[src/hdl/cke_pkg.sv]
// constants and types shared by the power-state sequencer
package cke_pkg;

    // command encodings on {cs_n, ras_n, cas_n, we_n}
    localparam logic [3:0] CMD_NOP      = 4'h7;
    localparam logic [3:0] CMD_DESELECT = 4'hF;
    localparam logic [3:0] CMD_REFRESH  = 4'h1;
    localparam logic [3:0] CMD_MRS      = 4'h0;
    localparam logic [3:0] CMD_READ     = 4'h5;
    localparam logic [3:0] CMD_WRITE    = 4'h4;

    // timing figures in clock cycles (nCK)
    localparam int TCKE_NCK   = 3;
    localparam int TMOD_NCK   = 12;
    localparam int TXS_NCK    = 112;
    localparam int TXSDLL_NCK = 512;
    localparam int TWR_SRX_NCK = 512;
    localparam int TXP_NCK    = 3;
    localparam int CNT_W      = 10;

    typedef enum logic [5:0] {
        ST_IDLE     = 6'h01,
        ST_ACTIVE   = 6'h02,
        ST_PPD      = 6'h04,
        ST_APD      = 6'h08,
        ST_SREF     = 6'h10,
        ST_EXIT     = 6'h20
    } pstate_t;

endpackage : cke_pkg

[src/hdl/cke_timer_if.sv]
// interface between the sequencer and its wait timer
interface cke_timer_if;
    logic                    load;
    logic [cke_pkg::CNT_W-1:0] value;
    logic                    done;
    modport ctrl (output load, output value, input done);
    modport tmr  (input load, input value, output done);
endinterface : cke_timer_if

[src/hdl/cke_timer.sv]
// down counter that times waits after each cke edge except the first rise after reset
module cke_timer (
    input  wire logic core_clk,
    input  wire logic resetn,
    cke_timer_if.tmr  t
);
    logic [cke_pkg::CNT_W-1:0] cnt_reg;

    always_ff @(posedge core_clk or negedge resetn) begin
        if (!resetn) begin
            cnt_reg <= '0;
        end else if (t.load) begin
            cnt_reg <= t.value;
        end else if (cnt_reg != '0) begin
            cnt_reg <= cnt_reg - 1'b1;
        end
    end

    // done looks only at the count: folding load in would loop back through the
    // sequencer's decision logic within the same cycle
    assign t.done = (cnt_reg == '0);
endmodule : cke_timer

[src/hdl/cke_power_ctrl.sv]
// host-side sequencer that drives cke and commands for power-down and self refresh
// Function
// - drop cke only after mode delays
// - nop or deselect on power-down cke edges
// - nop or deselect on self refresh exit
// - self refresh only from idle with refresh
// - no self refresh during read or write
// - hold cke for minimum pulse time, except the first high pulse after reset
// - only nop or deselect during exit time
// - no read or odt before dll exit
// - no write before 512 cycles after exit
// - avoid all unlisted sequences
// - only legal commands in other states
module cke_power_ctrl #(
    parameter int TXSDLL = cke_pkg::TXSDLL_NCK
) (
    input  wire logic       core_clk,
    input  wire logic       resetn,
    // user requests, levels held until taken; pd_req, sr_req and wake_req are not latched
    input  wire logic       pd_req,
    input  wire logic       sr_req,
    input  wire logic       wake_req,
    input  wire logic       banks_open,
    input  wire logic       burst_busy,
    input  wire logic       mrs_issued,
    input  wire logic       user_cmd_valid,
    input  wire logic [3:0] user_cmd,
    input  wire logic       user_odt,
    output logic            user_cmd_ready,
    output logic            read_allowed,
    output logic            write_allowed,
    output logic            in_low_power,
    output logic [5:0]      state_out,
    // device pins
    output logic            ddr_cke,
    output logic            ddr_cs_n,
    output logic            ddr_ras_n,
    output logic            ddr_cas_n,
    output logic            ddr_we_n,
    output logic            ddr_odt
);
    // ==========================================================
    // state
    // ==========================================================
    cke_pkg::pstate_t state_reg;
    cke_pkg::pstate_t state_next;
    logic [3:0]       cmd_next;
    logic             cke_next;
    logic             odt_next;
    logic             load;
    logic [cke_pkg::CNT_W-1:0] value;
    logic [cke_pkg::CNT_W-1:0] mod_cnt_reg;
    logic [cke_pkg::CNT_W-1:0] dll_cnt_reg;
    logic [cke_pkg::CNT_W-1:0] wr_cnt_reg;
    logic             hold_done;
    logic             dll_done;
    logic             wr_done;

    cke_timer_if tif ();
    assign tif.load  = load;
    assign tif.value = value;
    assign hold_done = tif.done;

    cke_timer u_timer (
        .core_clk (core_clk),
        .resetn   (resetn),
        .t        (tif)
    );

    function automatic logic is_quiet(input logic [3:0] c);
        is_quiet = (c == cke_pkg::CMD_NOP) || c[3];
    endfunction : is_quiet

    // reads wait for the dll to relock, writes for the long self refresh exit count
    function automatic logic cmd_allowed(input logic [3:0] c,
                                         input logic       rd_ok,
                                         input logic       wr_ok);
        if (is_quiet(c)) begin
            cmd_allowed = 1'b1;
        end else if (c == cke_pkg::CMD_READ) begin
            cmd_allowed = rd_ok;
        end else if (c == cke_pkg::CMD_WRITE) begin
            cmd_allowed = wr_ok;
        end else begin
            cmd_allowed = 1'b1;
        end
    endfunction : cmd_allowed

    // ==========================================================
    // mode register delay tracking
    // ==========================================================
    always_ff @(posedge core_clk or negedge resetn) begin
        if (!resetn) begin
            mod_cnt_reg <= '0;
        end else if (mrs_issued) begin
            mod_cnt_reg <= cke_pkg::CNT_W'(cke_pkg::TMOD_NCK);
        end else if (mod_cnt_reg != '0) begin
            mod_cnt_reg <= mod_cnt_reg - 1'b1;
        end
    end

    // ==========================================================
    // self refresh exit counters
    // ==========================================================
    always_ff @(posedge core_clk or negedge resetn) begin
        if (!resetn) begin
            dll_cnt_reg <= '0;
            wr_cnt_reg  <= '0;
        end else if (state_reg == cke_pkg::ST_SREF && state_next == cke_pkg::ST_EXIT) begin
            dll_cnt_reg <= cke_pkg::CNT_W'(TXSDLL);
            wr_cnt_reg  <= cke_pkg::CNT_W'(cke_pkg::TWR_SRX_NCK);
        end else begin
            if (dll_cnt_reg != '0) dll_cnt_reg <= dll_cnt_reg - 1'b1;
            if (wr_cnt_reg != '0) wr_cnt_reg <= wr_cnt_reg - 1'b1;
        end
    end

    // ==========================================================
    // next state
    // ==========================================================
    always_comb begin
        state_next = state_reg;
        cmd_next   = cke_pkg::CMD_DESELECT;
        cke_next   = ddr_cke;
        load       = 1'b0;
        value      = '0;
        user_cmd_ready = 1'b0;
        case (state_reg)
            cke_pkg::ST_IDLE, cke_pkg::ST_ACTIVE: begin
                state_next = banks_open ? cke_pkg::ST_ACTIVE : cke_pkg::ST_IDLE;
                // nothing reaches the pins until cke is up after reset
                user_cmd_ready = ddr_cke;
                if (ddr_cke && hold_done && mod_cnt_reg == '0 && !mrs_issued) begin
                    // entry only from the registered idle state, so a bank that the user
                    // has just closed gets one cycle to show up in the state first
                    if (sr_req && state_reg == cke_pkg::ST_IDLE && !banks_open
                        && !burst_busy) begin
                        user_cmd_ready = 1'b0;
                        cmd_next       = cke_pkg::CMD_REFRESH;
                        cke_next       = 1'b0;
                        state_next     = cke_pkg::ST_SREF;
                        load           = 1'b1;
                        value          = cke_pkg::CNT_W'(cke_pkg::TCKE_NCK - 1);
                    end else if (pd_req && !burst_busy) begin
                        user_cmd_ready = 1'b0;
                        cke_next       = 1'b0;
                        state_next     = banks_open ? cke_pkg::ST_APD : cke_pkg::ST_PPD;
                        load           = 1'b1;
                        value          = cke_pkg::CNT_W'(cke_pkg::TCKE_NCK - 1);
                    end
                end
                if (user_cmd_ready && user_cmd_valid
                    && cmd_allowed(user_cmd, dll_done, wr_done)) begin
                    cmd_next = user_cmd;
                end
            end
            cke_pkg::ST_PPD, cke_pkg::ST_APD, cke_pkg::ST_SREF: begin
                if (wake_req && hold_done) begin
                    cke_next   = 1'b1;
                    state_next = cke_pkg::ST_EXIT;
                    load       = 1'b1;
                    value      = (state_reg == cke_pkg::ST_SREF) ?
                                 cke_pkg::CNT_W'(cke_pkg::TXS_NCK) :
                                 cke_pkg::CNT_W'(cke_pkg::TXP_NCK);
                end
            end
            cke_pkg::ST_EXIT: begin
                if (hold_done) state_next = banks_open ? cke_pkg::ST_ACTIVE : cke_pkg::ST_IDLE;
            end
            default: state_next = cke_pkg::ST_IDLE;
        endcase
    end

    // ==========================================================
    // registers and pins
    // ==========================================================
    always_ff @(posedge core_clk or negedge resetn) begin
        if (!resetn) begin
            state_reg <= cke_pkg::ST_IDLE;
        end else begin
            state_reg <= state_next;
        end
    end

    // cke comes up on the first edge after reset, with a deselect on the pins
    always_ff @(posedge core_clk or negedge resetn) begin
        if (!resetn) begin
            ddr_cke <= 1'b0;
        end else if (state_reg == cke_pkg::ST_IDLE && !ddr_cke) begin
            ddr_cke <= 1'b1;
        end else begin
            ddr_cke <= cke_next;
        end
    end

    always_ff @(posedge core_clk or negedge resetn) begin
        if (!resetn) begin
            {ddr_cs_n, ddr_ras_n, ddr_cas_n, ddr_we_n} <= cke_pkg::CMD_DESELECT;
        end else begin
            {ddr_cs_n, ddr_ras_n, ddr_cas_n, ddr_we_n} <= cmd_next;
        end
    end

    always_ff @(posedge core_clk or negedge resetn) begin
        if (!resetn) begin
            ddr_odt <= 1'b0;
        end else begin
            ddr_odt <= odt_next;
        end
    end

    // termination off in low power and before the dll has relocked
    assign dll_done = (dll_cnt_reg == '0);
    assign wr_done  = (wr_cnt_reg == '0);
    assign odt_next = user_odt && dll_done && user_cmd_ready;

    assign read_allowed  = user_cmd_ready && dll_done;
    assign write_allowed = user_cmd_ready && wr_done;
    assign in_low_power  = (state_reg == cke_pkg::ST_PPD) || (state_reg == cke_pkg::ST_APD)
                        || (state_reg == cke_pkg::ST_SREF);
    assign state_out     = state_reg;
endmodule : cke_power_ctrl

[config.mk]
export PLATFORM = sky130hd
export DESIGN_NAME = cke_power_ctrl
export DESIGN_NICKNAME = d
export VERILOG_FILES = /design/src/hdl/cke_pkg.sv /design/src/hdl/cke_timer_if.sv /design/src/hdl/cke_timer.sv /design/src/hdl/cke_power_ctrl.sv
export SDC_FILE = /design/constraint.sdc
export NUM_CORES = 1
export LEC_CHECK = 0
export ABC_AREA = 0
export BUFFER_PORTS_ARGS = -buffer_cell sky130_fd_sc_hd__buf_4
export CAP_MARGIN = 5
export CORE_ASPECT_RATIO = 0.8
export CORE_MARGIN = 4
export CORE_UTILIZATION = 40
export CTS_CLUSTER_DIAMETER = 120
export CTS_CLUSTER_SIZE = 8
export DETAILED_ROUTE_END_ITERATION = 8
export PLACE_DENSITY = 0.63
export SLEW_MARGIN = 30
export SYNTH_ARGS = -nofsm -noshare
export SYNTH_HDL_FRONTEND = slang
export SYNTH_SLANG_ARGS = --single-unit
[constraint.sdc]
create_clock -name core_clk -period 2.9 [get_ports core_clk]
set_input_delay 0.29 -clock core_clk [delete_from_list [all_inputs] [get_ports core_clk]]
set_output_delay 0.29 -clock core_clk [all_outputs]
set_load 0.1 [all_outputs]
==> impl_metrics.yaml <==
sta:
  hold_ws_ps: -12.3
  tns_ps: 0
  period_share_pct: 95.2
  worst_pin_slew_ps: 658
  maxSlewViolCount: 0
  finalHoldViolations: 10
  max-slew-margin-rel_pct: 56.2
  final.min_clock_period_ps: 2760
  rsz0062_at_grt: "no"
  setup_viol_count_final: 0
  fmax_mhz: 362
  skew_ps: 3.44
pwr:
  p_int_mw: 1.29
  ir_worst_vdd_mv: 0.535
  swShare_pct: 40.8
  total_power_mw: 2.18
  pwr-share-comb_pct: 36.3
  switchingPower_mw: 0.891
  pwr-share-seq_pct: 43.8
  p_clk_share_pct: 19.9
  p_leak_nw: 1.45
  power.density_nw_per_um2: 656
logic_synthesis:
  yosys_warnings: 0
  synth-seq-cells: 52
  synth_fp_nets: 311
  synth_cell_types: 58
  synth-edff-count: 0
  syn_avg_cell_area_um2: 9.66
  async_reset_ff_share_pct: 100
  synthCells: 292
  syn_area_um2: 2820
  seq_area_frac_synth_pct: 46.3
  synth_flop_cell: "dfrtp_1"
run_status:
  status: "finished with violations"
  violations: "hold timing"
global_route:
  gr-total-overflow: 0
  grt_max_degree: 53
  antenna_found_initial: 0
  grt_pass1_vias: 2158
  grt_pass1_wl_um: 10400
  grt.total_usage_pct: 15.1
critical_path:
  worst-setup-path-type: "register to output port"
  worstSetupEndpointType: "output port"
  cp_slowest_cell: "or4b_4"
  start_kind: "register"
  required_ps: 2610
  cp.arrival_ps: 2470
  path_max_fanout: 12
  crit_chain: "inv_1 > ha_1 > or3b_1 > or4b_4 > nor2b_4 > buf_4"
  critPathMaxStageDelay_ps: 650
final_layout:
  fillers: 638
  finalInstanceArea_um2: 3330
  fin_nets: 349
  antenna_cells: 0
  drive_gt1_share_pct: 23.0
  area_growth_pct: 18.0
placement:
  port_buffers: 29
  placed_cell_area_um2: 3200
  gp_congestion: 0.837
  dp_hpwl_um: 4490
route:
  drt_first_pass_iters: 4
  drtIter0Drc: 54
  antenna_left: 0
  post_drt_wl_per_cell_um: 14.3
  dr_total_vias: 2238
  drcViolationCount: 0
  vias_per_cell: 5.35
  routed_wl_um: 5990
die:
  die_h_um: 83.1
  ios: 30
  initial_core_util_pct: 41.1
  row_count: 27
  dieWidth_um: 102
  core_area_um2: 6860
  die-area_um2: 8470
clocking:
  path_clk_slew_ps: 100
  cts_sinks: 52
  root_buffer: "clkbuf_8"
  cts_htree_levels: 2
  ctsHoldBuffers: 0
  cts_buffer_depth: 2
  cts_tree: "done"
  clk_latency_ps: 310
  cts_buffers: 5
worst_hold_path:
  min_path_type: "primary input to async pin"
job:
  drv_cap: 0
[cell families (layout without fill, tap and decap cells)]
group,after synthesis,after routing,share of synthesized area [%]
AOI/OAI and AO/OA,47,47,11.5
xor gates and xnor gates,22,22,6.83
adders and majority gates,5,5,2.22
buffers and inverters,21,60,3.02
DFF,52,52,46.3
muxes,8,8,2.93
and+or+nand+nor,137,137,27.1
[path summary, 6_finish.rpt]
check	start	endpoint	slack, ps	depth (start not counted)
setup / recovery	wr_cnt_reg[0]	write_allowed	140	6
hold / removal	resetn	mod_cnt_reg[1]	-10	1
setup reg to reg	wr_cnt_reg[0]	ddr_ras_n	530	7
hold reg to reg	u_timer.cnt_reg[0]	u_timer.cnt_reg[0]	510	1
max in group asynchronous	resetn	state_out[4]	2400	1
min in group core_clk	banks_open	state_out[0]	180	2
[final cells by class]
cell class | count | area (um2) | area share, %
clock inverter | 3 | 27.5 | 0.826
tap | 87 | 109 | 3.27
timing repair buffer | 37 | 278 | 8.34
clock buffer | 5 | 68.8 | 2.07
inverter | 15 | 56.3 | 1.69
multi-input combinational | 219 | 1470 | 44.1
sequential | 52 | 1320 | 39.7
[power groups by stage]
stage | clock network [mW] | registers (mW) | logic (mW)
3_3_place_gp | 0 | 0.970 | 0.773
3_5_place_dp | 0 | 0.971 | 0.783
4_1_cts | 0.456 | 0.956 | 0.786
5_1_grt | 0.484 | 0.975 | 0.865
2_1_floorplan | 0 | 1.14 | 0.435
6_report | 0.435 | 0.958 | 0.792
[stage by stage]
stage / setup WS, ps / cells / utilization [%]
floorplan: 15.6 / 292 / -
global placement: 399 / 407 / 46.7
detailed placement: 308 / 407 / 46.7
CTS: 98.1 / 416 / 48.2
global route: 14.6 / 418 / 48.6
finish: 140 / 418 / 48.6
[synth_stat cells (all sizes together) (2+ instances only)]
| library cell | instances | area share (%) |
|---|---|---|
| a31o | 2 | 0.62 |
| dfrtp | 47 | 42 |
| buf | 3 | 0.62 |
| nor4b | 2 | 0.84 |
| nor2b | 5 | 1.1 |
| dfstp | 5 | 4.7 |
| nor3b | 5 | 1.7 |
| a31oi | 3 | 0.67 |
| or4 | 3 | 0.80 |
| or4b | 4 | 1.6 |
| mux2i | 6 | 2.1 |
| clkbuf | 3 | 0.40 |
| nor4 | 10 | 3.3 |
| nand3 | 9 | 1.8 |
| or3 | 3 | 0.67 |
| nand3b | 2 | 0.53 |
| nand2 | 24 | 3.2 |
| xnor2 | 11 | 3.4 |
| and3 | 3 | 0.67 |
| xor2 | 11 | 3.4 |
| o41ai | 2 | 0.62 |
| nor2 | 44 | 5.9 |
| o21ai | 7 | 1.2 |
| o211ai | 3 | 0.98 |
| a21oi | 12 | 2.1 |
| mux2 | 2 | 0.80 |
| o2111ai | 2 | 0.62 |
| nand4 | 3 | 0.67 |
| a21o | 2 | 0.53 |
| a211oi | 3 | 0.80 |
| and2 | 3 | 0.67 |
| inv | 15 | 2.0 |
| ha | 5 | 2.2 |
| nor3 | 10 | 2.0 |
| nand2b | 4 | 0.89 |
| nand4b | 2 | 0.62 |
[repair_timing]
action / in CTS / in global routing
pin swaps: 1 / 0
endpoints found under the hold margin: 0 / 0
setup buffers: 1 / 2
endpoints found under the setup margin: 1 / 1
gates resized for setup: 0 / 1
[metal layers]
metal	vias to the layer above	share of wire, %	global-route usage (%)
li1	1109	-	-
met3	5	4.6	3.44
met2	47	43	21.6
met1	1077	51	23.4
met4	0	0.63	2.50
met5	-	0	0
[layout by cell type, fill, tap and decap left out, drive strengths merged, types with 2 or more instances in the layout]
| cell | n |
|---|---|
| dfrtp | 47 |
| nor2 | 44 |
| buf | 37 |
| nand2 | 24 |
| inv | 16 |
| a21oi | 12 |
| xor2 | 11 |
| xnor2 | 11 |
| nor3 | 10 |
| nor4 | 10 |
| nand3 | 9 |
| o21ai | 7 |
| mux2i | 6 |
| ha | 5 |
| clkbuf | 5 |
| nor3b | 5 |
| dfstp | 5 |
| nor2b | 5 |
| nand2b | 4 |
| or4b | 4 |
| nand4 | 3 |
| a31oi | 3 |
| or3 | 3 |
| or4 | 3 |
| and3 | 3 |
| a211oi | 3 |
| and2 | 3 |
| o211ai | 3 |
| o41ai | 2 |
| a21o | 2 |
| o2111ai | 2 |
| nand4b | 2 |
| nand3b | 2 |
| mux2 | 2 |
| nor4b | 2 |
| a31o | 2 |
[critical path, delay by kind of cell (launching register included)]
family	cells	cell delay (ps)
and+or+nand+nor	3	1190
DFF	1	430
buffers and inverters	2	360
adders and majority gates	1	180
No activity file was read; power rests on OpenSTA's default activity.
